[src/dac_ctrl_pkg.sv]
// Purpose: Shared constants for the calibrated, slew-limited output code path.
// Assumes: Registers sit on 32-bit AXI4-Lite words at byte address four times the index.
// Notes:   Frequencies are in hertz; divider counts are derived from them elsewhere.
package dac_ctrl_pkg;

	// ****************************************************************
	// Clock and register map
	// ****************************************************************
	localparam int unsigned CORE_CLK_HZ = 20_000_000;
	localparam logic [7:0]  IDX_DATA    = 8'h01;
	localparam logic [7:0]  IDX_CTRL    = 8'h55;
	localparam logic [7:0]  IDX_GAIN    = 8'h10;
	localparam logic [7:0]  IDX_ZERO    = 8'h11;
	localparam logic [7:0]  IDX_STATUS  = 8'h12;
	localparam logic [7:0]  IDX_CONFIG  = 8'h13;

	// ****************************************************************
	// Field positions
	// ****************************************************************
	localparam int CTRL_RANGE_LSB     = 0;
	localparam int CTRL_CLEAR_SEL_BIT = 3;
	localparam int CTRL_SLEW_BIT      = 4;
	localparam int CTRL_STEP_LSB      = 5;
	localparam int CTRL_TICK_LSB      = 8;
	localparam int CTRL_OVERRANGE_BIT = 12;
	localparam int CFG_DUAL_BIT       = 0;
	localparam int CFG_ISPAN_LSB      = 1;
	localparam int CFG_CRC_BIT        = 3;
	localparam int STAT_CRC_FORCE_BIT = 0;
	localparam int STAT_RAMP_BIT      = 1;

	// ****************************************************************
	// Reset values and codes
	// ****************************************************************
	localparam logic [15:0] GAIN_RST        = 16'h0000;
	localparam logic [15:0] ZERO_RST        = 16'h0000;
	localparam logic [15:0] GAIN_OFFSET     = 16'h8000;
	localparam logic [2:0]  RANGE_RST       = 3'h0;
	localparam logic [2:0]  RANGE_FORBIDDEN = 3'h4;
	localparam logic [15:0] MID_CODE        = 16'h8000;
	localparam logic [15:0] ZERO_CODE       = 16'h0000;
	localparam logic [1:0]  RESP_OKAY       = 2'h0;
	localparam logic [1:0]  RESP_SLVERR     = 2'h2;

	// Update rates, one per tick select code.
	localparam int unsigned TICK_HZ [16] = '{258065, 200000, 153845, 131145,
		115940, 69565, 37560, 25805, 20150, 16030, 10295, 8280, 6900, 5530,
		4240, 3300};

	// Steps of the 12-bit variant in sixteenths of a code.
	localparam logic [7:0] STEP12 [8] = '{8'h01, 8'h02, 8'h02, 8'h08,
		8'h10, 8'h20, 8'h40, 8'h80};

	// Merges the enabled byte lanes of a write into a 16-bit register.
	function automatic logic [15:0] merge16(input logic [15:0] old,
		input logic [31:0] wd, input logic [3:0] strb);
		logic [15:0] v;
		v = old;
		if (strb[0]) begin
			v[7:0] = wd[7:0];
		end
		if (strb[1]) begin
			v[15:8] = wd[15:8];
		end
		return v;
	endfunction

endpackage

[src/dac_cal_path.sv]
// Purpose: Gain and zero correction of a written code, saturated to the code span.
// Assumes: Purely combinational; the caller latches the result.
// Notes:   Result is left-justified in 16 bits so both widths share one slew engine.
`timescale 1ns/1ps
`default_nettype none
module dac_cal_path #(
	parameter int CODE_W = 16
) (
	input  wire logic [CODE_W-1:0] i_code,
	input  wire logic [15:0]       i_gain,
	input  wire logic [15:0]       i_zero,
	output logic      [15:0]       o_code
);
	localparam int SHIFT = 16 - CODE_W;
	localparam logic signed [18:0] CODE_MAX = 19'((1 << CODE_W) - 1);

	logic        [32:0]   prod;
	logic signed [18:0]   sum;
	logic        [CODE_W-1:0] sat;

	always_comb begin
		prod = 33'(i_code) * (33'(i_gain) + 33'(dac_ctrl_pkg::GAIN_OFFSET));
		sum = signed'({2'h0, prod[32:16]}) + 19'(signed'(i_zero));
		if (sum < 0) begin
			sat = '0;
		end else if (sum > CODE_MAX) begin
			sat = '1;
		end else begin
			sat = sum[CODE_W-1:0];
		end
		o_code = 16'(sat) << SHIFT;
	end
endmodule
`default_nettype wire

[src/dac_calibration_slew_range_ctrl.sv]
// Purpose: Calibrated, slew-limited output code with range decode behind AXI4-Lite.
// Assumes: Serial framing sits outside and flags the forcing pattern on this clock.
// Notes:   The clear pin is asynchronous and is synchronised before use.
`timescale 1ns/1ps
`default_nettype none
module dac_calibration_slew_range_ctrl #(
	parameter int unsigned CLK_HZ = dac_ctrl_pkg::CORE_CLK_HZ,
	parameter int          CODE_W = 16,
	parameter int          ADDR_W = 10
) (
	input  wire logic              i_core_clk,
	input  wire logic              i_reset_n,
	input  wire logic [ADDR_W-1:0] i_awaddr,
	input  wire logic              i_awvalid,
	output logic                   o_awready,
	input  wire logic [31:0]       i_wdata,
	input  wire logic [3:0]        i_wstrb,
	input  wire logic              i_wvalid,
	output logic                   o_wready,
	output logic [1:0]             o_bresp,
	output logic                   o_bvalid,
	input  wire logic              i_bready,
	input  wire logic [ADDR_W-1:0] i_araddr,
	input  wire logic              i_arvalid,
	output logic                   o_arready,
	output logic [31:0]            o_rdata,
	output logic [1:0]             o_rresp,
	output logic                   o_rvalid,
	input  wire logic              i_rready,
	input  wire logic              i_output_clear_input,
	input  wire logic              i_crc_pattern_det,
	output logic [CODE_W-1:0]      o_dac_code,
	output logic                   o_ramp_active_flag,
	output logic                   o_crc_mode,
	output logic                   o_voltage_output_en,
	output logic [1:0]             o_voltage_span,
	output logic                   o_voltage_overrange_enable,
	output logic                   o_current_output_en,
	output logic [1:0]             o_current_span
);
	localparam int SHIFT = 16 - CODE_W;

	// ****************************************************************
	// State
	// ****************************************************************
	logic [ADDR_W-1:0] awaddr_r;
	logic [31:0]       wdata_r;
	logic [3:0]        wstrb_r;
	logic              wr_fire;
	logic              wr_data, wr_ctrl, wr_gain, wr_zero, wr_cfg, wr_ok;
	logic [15:0]       gain_r, zero_r;
	logic [2:0]        range_r, range_nxt, step_sel_r;
	logic [3:0]        tick_sel_r;
	logic              clear_sel_r, slew_en_r, overrange_r;
	logic              dual_r, crc_en_r, crc_forced_r;
	logic [1:0]        ispan_r;
	logic [15:0]       ctrl_rd, ctrl_new, cfg_rd, cfg_new, code_rd, cal_out;
	logic [15:0]       data_new;
	logic              range_chg;
	logic [15:0]       target_r, pos_r, pos_nxt, tgt_eff, step;
	logic              ramp_r, tick;
	logic              clear_s1_r, clear_s2_r;

	function automatic logic [15:0] clear_code(input logic sel, input logic [2:0] rng);
		return (sel && !rng[2]) ? dac_ctrl_pkg::MID_CODE : dac_ctrl_pkg::ZERO_CODE;
	endfunction

	function automatic logic [15:0] step_of(input logic [2:0] sel);
		if (CODE_W == 16) begin
			return 16'h0001 << sel;
		end
		return {8'h00, dac_ctrl_pkg::STEP12[sel]};
	endfunction

	// ****************************************************************
	// AXI4-Lite slave
	// ****************************************************************
	assign wr_fire = !o_awready && !o_wready && !o_bvalid;

	always_ff @(posedge i_core_clk or negedge i_reset_n) begin
		if (!i_reset_n) begin
			o_awready <= 1'b1;
			awaddr_r  <= '0;
		end else if (i_awvalid && o_awready) begin
			o_awready <= 1'b0;
			awaddr_r  <= i_awaddr;
		end else if (o_bvalid && i_bready) begin
			o_awready <= 1'b1;
		end
	end

	always_ff @(posedge i_core_clk or negedge i_reset_n) begin
		if (!i_reset_n) begin
			o_wready <= 1'b1;
			wdata_r  <= '0;
			wstrb_r  <= '0;
		end else if (i_wvalid && o_wready) begin
			o_wready <= 1'b0;
			wdata_r  <= i_wdata;
			wstrb_r  <= i_wstrb;
		end else if (o_bvalid && i_bready) begin
			o_wready <= 1'b1;
		end
	end

	always_ff @(posedge i_core_clk or negedge i_reset_n) begin
		if (!i_reset_n) begin
			o_bvalid <= 1'b0;
			o_bresp  <= dac_ctrl_pkg::RESP_OKAY;
		end else if (wr_fire) begin
			o_bvalid <= 1'b1;
			o_bresp  <= wr_ok ? dac_ctrl_pkg::RESP_OKAY : dac_ctrl_pkg::RESP_SLVERR;
		end else if (i_bready) begin
			o_bvalid <= 1'b0;
		end
	end

	always_comb begin
		wr_data = 1'b0;
		wr_ctrl = 1'b0;
		wr_gain = 1'b0;
		wr_zero = 1'b0;
		wr_cfg  = 1'b0;
		wr_ok   = 1'b1;
		if (awaddr_r[ADDR_W-1:2] == dac_ctrl_pkg::IDX_DATA) begin
			wr_data = wr_fire;
		end else if (awaddr_r[ADDR_W-1:2] == dac_ctrl_pkg::IDX_CTRL) begin
			wr_ctrl = wr_fire;
		end else if (awaddr_r[ADDR_W-1:2] == dac_ctrl_pkg::IDX_GAIN) begin
			wr_gain = wr_fire;
		end else if (awaddr_r[ADDR_W-1:2] == dac_ctrl_pkg::IDX_ZERO) begin
			wr_zero = wr_fire;
		end else if (awaddr_r[ADDR_W-1:2] == dac_ctrl_pkg::IDX_CONFIG) begin
			wr_cfg = wr_fire;
		end else if (awaddr_r[ADDR_W-1:2] != dac_ctrl_pkg::IDX_STATUS) begin
			wr_ok = 1'b0;
		end
	end

	// Reads answer one cycle after the address is taken.
	always_ff @(posedge i_core_clk or negedge i_reset_n) begin
		if (!i_reset_n) begin
			o_arready <= 1'b1;
			o_rvalid  <= 1'b0;
			o_rdata   <= '0;
			o_rresp   <= dac_ctrl_pkg::RESP_OKAY;
		end else if (i_arvalid && o_arready) begin
			o_arready <= 1'b0;
			o_rvalid  <= 1'b1;
			o_rresp   <= dac_ctrl_pkg::RESP_OKAY;
			o_rdata   <= '0;
			if (i_araddr[ADDR_W-1:2] == dac_ctrl_pkg::IDX_DATA) begin
				o_rdata <= 32'(code_rd);
			end else if (i_araddr[ADDR_W-1:2] == dac_ctrl_pkg::IDX_CTRL) begin
				o_rdata <= 32'(ctrl_rd);
			end else if (i_araddr[ADDR_W-1:2] == dac_ctrl_pkg::IDX_GAIN) begin
				o_rdata <= 32'(gain_r);
			end else if (i_araddr[ADDR_W-1:2] == dac_ctrl_pkg::IDX_ZERO) begin
				o_rdata <= 32'(zero_r);
			end else if (i_araddr[ADDR_W-1:2] == dac_ctrl_pkg::IDX_CONFIG) begin
				o_rdata <= 32'(cfg_rd);
			end else if (i_araddr[ADDR_W-1:2] == dac_ctrl_pkg::IDX_STATUS) begin
				o_rdata[dac_ctrl_pkg::STAT_RAMP_BIT]      <= ramp_r;
				o_rdata[dac_ctrl_pkg::STAT_CRC_FORCE_BIT] <= crc_forced_r;
			end else begin
				o_rresp <= dac_ctrl_pkg::RESP_SLVERR;
			end
		end else if (o_rvalid && i_rready) begin
			o_rvalid  <= 1'b0;
			o_arready <= 1'b1;
		end
	end

	// ****************************************************************
	// Register file
	// ****************************************************************
	always_comb begin
		ctrl_rd = '0;
		ctrl_rd[dac_ctrl_pkg::CTRL_RANGE_LSB +: 3]   = range_r;
		ctrl_rd[dac_ctrl_pkg::CTRL_CLEAR_SEL_BIT]    = clear_sel_r;
		ctrl_rd[dac_ctrl_pkg::CTRL_SLEW_BIT]         = slew_en_r;
		ctrl_rd[dac_ctrl_pkg::CTRL_STEP_LSB +: 3]    = step_sel_r;
		ctrl_rd[dac_ctrl_pkg::CTRL_TICK_LSB +: 4]    = tick_sel_r;
		ctrl_rd[dac_ctrl_pkg::CTRL_OVERRANGE_BIT]    = overrange_r;
		cfg_rd = '0;
		cfg_rd[dac_ctrl_pkg::CFG_DUAL_BIT]           = dual_r;
		cfg_rd[dac_ctrl_pkg::CFG_ISPAN_LSB +: 2]     = ispan_r;
		cfg_rd[dac_ctrl_pkg::CFG_CRC_BIT]            = crc_en_r;
		code_rd  = pos_r >> SHIFT;
		ctrl_new = dac_ctrl_pkg::merge16(ctrl_rd, wdata_r, wstrb_r);
		cfg_new  = dac_ctrl_pkg::merge16(cfg_rd, wdata_r, wstrb_r);
		data_new = dac_ctrl_pkg::merge16(code_rd, wdata_r, wstrb_r);
		range_nxt = ctrl_new[dac_ctrl_pkg::CTRL_RANGE_LSB +: 3];
		if (range_nxt == dac_ctrl_pkg::RANGE_FORBIDDEN) begin
			range_nxt = range_r;
		end
		range_chg = wr_ctrl && (range_nxt != range_r);
	end

	always_ff @(posedge i_core_clk or negedge i_reset_n) begin
		if (!i_reset_n) begin
			gain_r <= dac_ctrl_pkg::GAIN_RST;
			zero_r <= dac_ctrl_pkg::ZERO_RST;
		end else if (wr_gain) begin
			gain_r <= dac_ctrl_pkg::merge16(gain_r, wdata_r, wstrb_r);
		end else if (wr_zero) begin
			zero_r <= dac_ctrl_pkg::merge16(zero_r, wdata_r, wstrb_r);
		end
	end

	always_ff @(posedge i_core_clk or negedge i_reset_n) begin
		if (!i_reset_n) begin
			range_r     <= dac_ctrl_pkg::RANGE_RST;
			clear_sel_r <= 1'b0;
			slew_en_r   <= 1'b0;
			step_sel_r  <= '0;
			tick_sel_r  <= '0;
			overrange_r <= 1'b0;
		end else if (wr_ctrl) begin
			range_r     <= range_nxt;
			clear_sel_r <= ctrl_new[dac_ctrl_pkg::CTRL_CLEAR_SEL_BIT];
			slew_en_r   <= ctrl_new[dac_ctrl_pkg::CTRL_SLEW_BIT];
			step_sel_r  <= ctrl_new[dac_ctrl_pkg::CTRL_STEP_LSB +: 3];
			tick_sel_r  <= ctrl_new[dac_ctrl_pkg::CTRL_TICK_LSB +: 4];
			overrange_r <= ctrl_new[dac_ctrl_pkg::CTRL_OVERRANGE_BIT];
		end
	end

	// Once the pattern has forced checking on, software cannot change the enable.
	always_ff @(posedge i_core_clk or negedge i_reset_n) begin
		if (!i_reset_n) begin
			dual_r       <= 1'b0;
			ispan_r      <= '0;
			crc_en_r     <= 1'b0;
			crc_forced_r <= 1'b0;
			o_crc_mode   <= 1'b0;
		end else begin
			if (wr_cfg) begin
				dual_r  <= cfg_new[dac_ctrl_pkg::CFG_DUAL_BIT];
				ispan_r <= cfg_new[dac_ctrl_pkg::CFG_ISPAN_LSB +: 2];
				if (!crc_forced_r) begin
					crc_en_r <= cfg_new[dac_ctrl_pkg::CFG_CRC_BIT];
				end
			end
			if (i_crc_pattern_det && !crc_en_r) begin
				crc_forced_r <= 1'b1;
			end
			o_crc_mode <= crc_en_r || crc_forced_r;
		end
	end

	// ****************************************************************
	// Calibration and target
	// ****************************************************************
	dac_cal_path #(
		.CODE_W (CODE_W)
	) u_cal (
		.i_code (data_new[CODE_W-1:0]),
		.i_gain (gain_r),
		.i_zero (zero_r),
		.o_code (cal_out)
	);

	always_ff @(posedge i_core_clk or negedge i_reset_n) begin
		if (!i_reset_n) begin
			target_r <= dac_ctrl_pkg::ZERO_CODE;
		end else if (range_chg) begin
			target_r <= clear_code(ctrl_new[dac_ctrl_pkg::CTRL_CLEAR_SEL_BIT], range_nxt);
		end else if (wr_data) begin
			target_r <= cal_out;
		end
	end

	// ****************************************************************
	// Slew engine
	// ****************************************************************
	// The clear pin is asynchronous to the core clock.
	always_ff @(posedge i_core_clk or negedge i_reset_n) begin
		if (!i_reset_n) begin
			clear_s1_r <= 1'b0;
			clear_s2_r <= 1'b0;
		end else begin
			clear_s1_r <= i_output_clear_input;
			clear_s2_r <= clear_s1_r;
		end
	end

	ramp_tick_div #(
		.CLK_HZ (CLK_HZ)
	) u_div (
		.i_core_clk (i_core_clk),
		.i_reset_n  (i_reset_n),
		.i_sel      (tick_sel_r),
		.o_tick     (tick)
	);

	always_comb begin
		tgt_eff = clear_s2_r ? clear_code(clear_sel_r, range_r) : target_r;
		step    = step_of(step_sel_r);
		pos_nxt = pos_r;
		if (!slew_en_r) begin
			pos_nxt = tgt_eff;
		end else if (tick && pos_r < tgt_eff) begin
			pos_nxt = (tgt_eff - pos_r <= step) ? tgt_eff : pos_r + step;
		end else if (tick && pos_r > tgt_eff) begin
			pos_nxt = (pos_r - tgt_eff <= step) ? tgt_eff : pos_r - step;
		end
	end

	always_ff @(posedge i_core_clk or negedge i_reset_n) begin
		if (!i_reset_n) begin
			pos_r  <= dac_ctrl_pkg::ZERO_CODE;
			ramp_r <= 1'b0;
		end else begin
			pos_r  <= pos_nxt;
			ramp_r <= pos_nxt != tgt_eff;
		end
	end

	assign o_dac_code         = pos_r[15 -: CODE_W];
	assign o_ramp_active_flag = ramp_r;

	always_ff @(posedge i_core_clk or negedge i_reset_n) begin
		if (!i_reset_n) begin
			o_voltage_output_en        <= 1'b0;
			o_voltage_span             <= '0;
			o_voltage_overrange_enable <= 1'b0;
			o_current_output_en        <= 1'b0;
			o_current_span             <= '0;
		end else begin
			o_voltage_output_en        <= !range_r[2];
			o_voltage_span             <= range_r[1:0];
			o_voltage_overrange_enable <= overrange_r && !range_r[2];
			o_current_output_en        <= dual_r ? (ispan_r != 2'h0) : range_r[2];
			o_current_span             <= dual_r ? ispan_r : range_r[1:0];
		end
	end
endmodule
`default_nettype wire

[src/ramp_tick_div.sv]
// Purpose: Divides the core clock into the selected ramp update tick.
// Assumes: The select comes from logic on the same clock.
// Notes:   Counts truncate, so each rate is at or slightly above its nominal value.
`timescale 1ns/1ps
`default_nettype none
module ramp_tick_div #(
	parameter int unsigned CLK_HZ = dac_ctrl_pkg::CORE_CLK_HZ,
	parameter int          CNT_W  = 16
) (
	input  wire logic       i_core_clk,
	input  wire logic       i_reset_n,
	input  wire logic [3:0] i_sel,
	output logic            o_tick
);
	logic [CNT_W-1:0] lim_tab [16];
	logic [CNT_W-1:0] cnt_r;

	function automatic logic [CNT_W-1:0] last_count(input int unsigned hz);
		int unsigned n;
		n = CLK_HZ / hz;
		if (n < 1) begin
			n = 1;
		end
		return CNT_W'(n - 1);
	endfunction

	for (genvar g = 0; g < 16; g++) begin : g_lim
		assign lim_tab[g] = last_count(dac_ctrl_pkg::TICK_HZ[g]);
	end

	always_ff @(posedge i_core_clk or negedge i_reset_n) begin
		if (!i_reset_n) begin
			cnt_r  <= '0;
			o_tick <= 1'b0;
		end else if (cnt_r >= lim_tab[i_sel]) begin
			cnt_r  <= '0;
			o_tick <= 1'b1;
		end else begin
			cnt_r  <= cnt_r + 1'b1;
			o_tick <= 1'b0;
		end
	end
endmodule
`default_nettype wire

[config.mk]
export PLATFORM = sky130hd
export DESIGN_NAME = dac_calibration_slew_range_ctrl
export DESIGN_NICKNAME = d
export VERILOG_FILES = /design/src/dac_ctrl_pkg.sv /design/src/dac_cal_path.sv /design/src/dac_calibration_slew_range_ctrl.sv /design/src/ramp_tick_div.sv
export SDC_FILE = /design/constraint.sdc
export NUM_CORES = 1
export LEC_CHECK = 0
export BUFFER_PORTS_ARGS = -buffer_cell sky130_fd_sc_hd__buf_2
export CAP_MARGIN = 20
export CORE_ASPECT_RATIO = 2
export CORE_MARGIN = 8
export CORE_UTILIZATION = 62
export CTS_CLUSTER_SIZE = 28
export DETAILED_ROUTE_END_ITERATION = 10
export HOLD_SLACK_MARGIN = 0.1
export PLACE_DENSITY = 0.81
export SLEW_MARGIN = 10
export SYNTH_ARGS = -nofsm -noshare
export SYNTH_HDL_FRONTEND = slang
export SYNTH_SLANG_ARGS = --single-unit
[constraint.sdc]
create_clock -name i_core_clk -period 22.3 [get_ports i_core_clk]
set_input_delay 5.575 -clock i_core_clk [delete_from_list [all_inputs] [get_ports i_core_clk]]
set_output_delay 5.575 -clock i_core_clk [all_outputs]
set_load 0.05 [all_outputs]
==> qor.yml <==
status:
  status: "complete, no violations"
sta:
  slew_headroom_pct: 28.3
  setup_violations: 0
  rsz0062_at_grt: "no"
  tns_ns: 0
  tightest_slew_ns: 1.07
  finalClockSkew_ns: 0.0108
  whs_ns: 0.359
  hold_viol_final: 0
  worst_slack_ns: 10.10
  max_freq_ghz: 0.0820
  slew_violations: 0
  post-route-period-util_pct: 54.7
  min_period_ns: 12.20
power:
  power.share.combinational_pct: 72.7
  cellLeakagePower_nw: 11.1
  max-vdd-ir-drop_mv: 0.0759
  powerDensity_mw_per_mm2: 132
  seqPwrFrac_pct: 16.4
  clockPowerShare_pct: 10.9
  internal_power_w: 0.00132
  power_switching_w: 0.00163
  switching_share_pct: 55.3
  p_total_w: 0.00296
floorplanning:
  core_mm2: 0.0335
  dieArea_mm2: 0.0404
  die_w_um: 146
  start_util_pct: 62.6
  die_h_um: 276
  io_pins: 131
  floorplan.rows: 95
logic_synthesis:
  yosys_register_bits: 159
  ys_seq_area_share_pct: 19.0
  synth_edf_count: 0
  ys_warn_count: 0
  ys.flop_type: "dfrtp_1"
  yosys-top-cells-area: "fa_1, dfrtp_1, ha_1"
  yosys.area.top_type_share_pct: 20.2
  synthArstFlopShare_pct: 100
  synth_area_leader_cell: "fa_1"
  synth_commonest_cells: "inv_1, nand2_1, fa_1"
  netlist_area_mm2: 0.0210
  yosysMostFrequentCell: "inv_1"
  synth_cells: 2375
  synth_area_per_cell_um2: 8.84
  synth.distinct_cells: 97
place:
  pre_cts_ws_ns: 10.42
  post_dp_cell_area_mm2: 0.0217
  hpwl_mm: 53.0
  gp_congestion: 1.00
  io_buffers: 90
detailed_routing:
  drc: 0
  wl_per_cell_um: 23.2
  via_per_inst: 6.25
  finalWirelength_mm: 66.3
  ant_nets: 0
  drt_iter0_markers: 1247
  drtPass1Iterations: 5
  via_count: 17900
finish:
  fillerInstances: 2793
  multi_input_area_mm2: 0.0153
  fin_nets: 2887
  area_delta_synth_final_pct: 6.53
  final_layout_size_suffix_gt1_share_pct: 11.3
  antenna_cells: 0
  design_area_mm2: 0.0224
  regArea_mm2: 0.00398
worst_setup_path:
  crit_path_max_fanout: 17
  cpPeakStageDelay_ns: 0.86
  crit_required_ns: 22.65
  worstSetupStartpointType: "flop"
  cp_data_arrival_time_ns: 12.56
  critPathSlowestCell: "o21ai_2"
  end_kind: "flop"
  critical_path_class: "reg2reg"
clock_tree:
  clk_pin_slew_ns: 0.07
  cts_made_buffers: 17
  post_cts.repair.setup_buffers: 0
  cts_tree: "done"
  clock_tree.root_cell: "clkbuf_16"
  cts-resized-gates: 0
  cts.path.max_buffers: 2
  clock_latency_ns: 0.45
  holdBufCountCts: 0
  numClockSinks: 159
  htree_levels: 4
flow_run:
  cap_violations: 0
global_routing:
  grt_max_degree: 101
  grt_overflow: 0
  grt_pass1_vias: 19000
  antenna_found_initial: 1
  grtUsageTotal_pct: 33.0
  grt_pass1_wl_mm: 103
hold_path:
  hp-class: "reg2reg"
==> stage by stage <==
step | util (%) | std cells
3_3_place_gp | 64.7 | 2825
2_1_floorplan | - | 2398
4_1_cts | 66.6 | 2857
6_report | 66.7 | 2861
3_5_place_dp | 64.7 | 2825
5_1_grt | 66.7 | 2861
==> registers in the layout, indices dropped and copies added (netlist names), 2 cells and up <==
name	flops
zero_r	16
awaddr_r	8
tick_sel_r	4
o_dac_code	16
wdata_r	16
ispan_r	2
step_sel_r	3
range_r	3
wstrb_r	2
o_voltage_span	2
o_rdata	16
gain_r	16
o_current_span	2
target_r	16
u_div.cnt_r	16
==> power by group through the flow <==
stage	Clock (W)	Sequential [W]	Combinational [W]
2_1_floorplan	0	0.000470	0.00149
3_3_place_gp	0	0.000481	0.00204
3_5_place_dp	0	0.000484	0.00209
4_1_cts	0.000320	0.000478	0.00212
5_1_grt	0.000331	0.000490	0.00235
6_report	0.000321	0.000485	0.00215
==> kinds of logic after synthesis <==
group / Yosys count / share of synthesized area, %
simple gates: 736 / 17.2
compound gates: 438 / 14.0
buf+inv: 435 / 8.44
fa+ha+maj: 410 / 32.0
flops: 159 / 19.0
mux: 105 / 5.54
xor+xnor: 91 / 3.80
other cells: 1 / 0.0179
==> metal layers <==
layer | global-route usage [%] | up-vias | routed length (um)
met5 | 0 | - | 11
met4 | 27.5 | 2 | 5900
met3 | 5.27 | 305 | 3350
met2 | 61.8 | 741 | 35800
met1 | 30.4 | 8918 | 21200
li1 | - | 7911 | -
==> placed cells by master (no fill, tap or decap), types with 9 or more instances in the layout <==
cell type,Yosys,final
dfrtp_1,156,156
or3_1,10,10
mux2_2,75,75
mux2i_1,28,28
a21oi_1,91,91
and3_1,21,21
conb_1,1,24
a21o_1,41,41
a211o_1,10,10
o211ai_1,9,9
and2_1,69,69
o21a_1,19,19
o221ai_1,13,13
nor2_1,112,112
o21ai_0,112,112
nand2b_1,42,42
a31oi_1,14,14
nand2_1,290,290
nand3_1,39,39
nor3_1,20,20
buf_2,8,90
a211oi_1,10,10
inv_1,309,309
clkbuf_16,0,17
nand4_1,17,17
nor2b_1,71,71
or2_2,12,12
o31ai_1,10,10
xnor2_1,65,65
ha_1,198,198
fa_1,212,212
buf_4,22,28
xor2_1,26,26
==> final timing paths <==
kind	startpoint	endpoint	slack [ns]	depth (start not counted)
worst max-delay path	o_dac_code[8]	target_r[15]	10.10	39
worst min-delay path	clear_s1_r	clear_s2_r	0.36	0
worst max register to register	o_dac_code[8]	target_r[15]	10.10	39
worst min register to register	clear_s1_r	clear_s2_r	0.36	0
max in group asynchronous	i_reset_n	u_div.cnt_r[5]	15.67	2
min in group asynchronous	i_reset_n	wdata_r[5]	5.20	1
==> layout make-up <==
class                   instances  share of cell area, %
multi-input cells            1804                   68.6
well taps                     436                   2.44
clock inverters                14                  0.873
repair buffers                121                   3.14
inverters                     309                   5.19
clock buffers                  18                   1.96
flip-flops and latches        159                   17.8
==> worst max-delay path: cells and delay by family (launching register included) <==
| family | cells | cell delay, ns |
|---|---|---|
| AO/OA/AOI/OAI | 18 | 5.97 |
| XOR/XNOR | 1 | 0.16 |
| adder cells (fa/ha/maj) | 8 | 3.51 |
| buffers and inverters | 6 | 0.70 |
| flip-flops | 1 | 0.69 |
| AND/OR/NAND/NOR | 6 | 1.05 |
No activity file was read; power rests on OpenSTA's default activity.
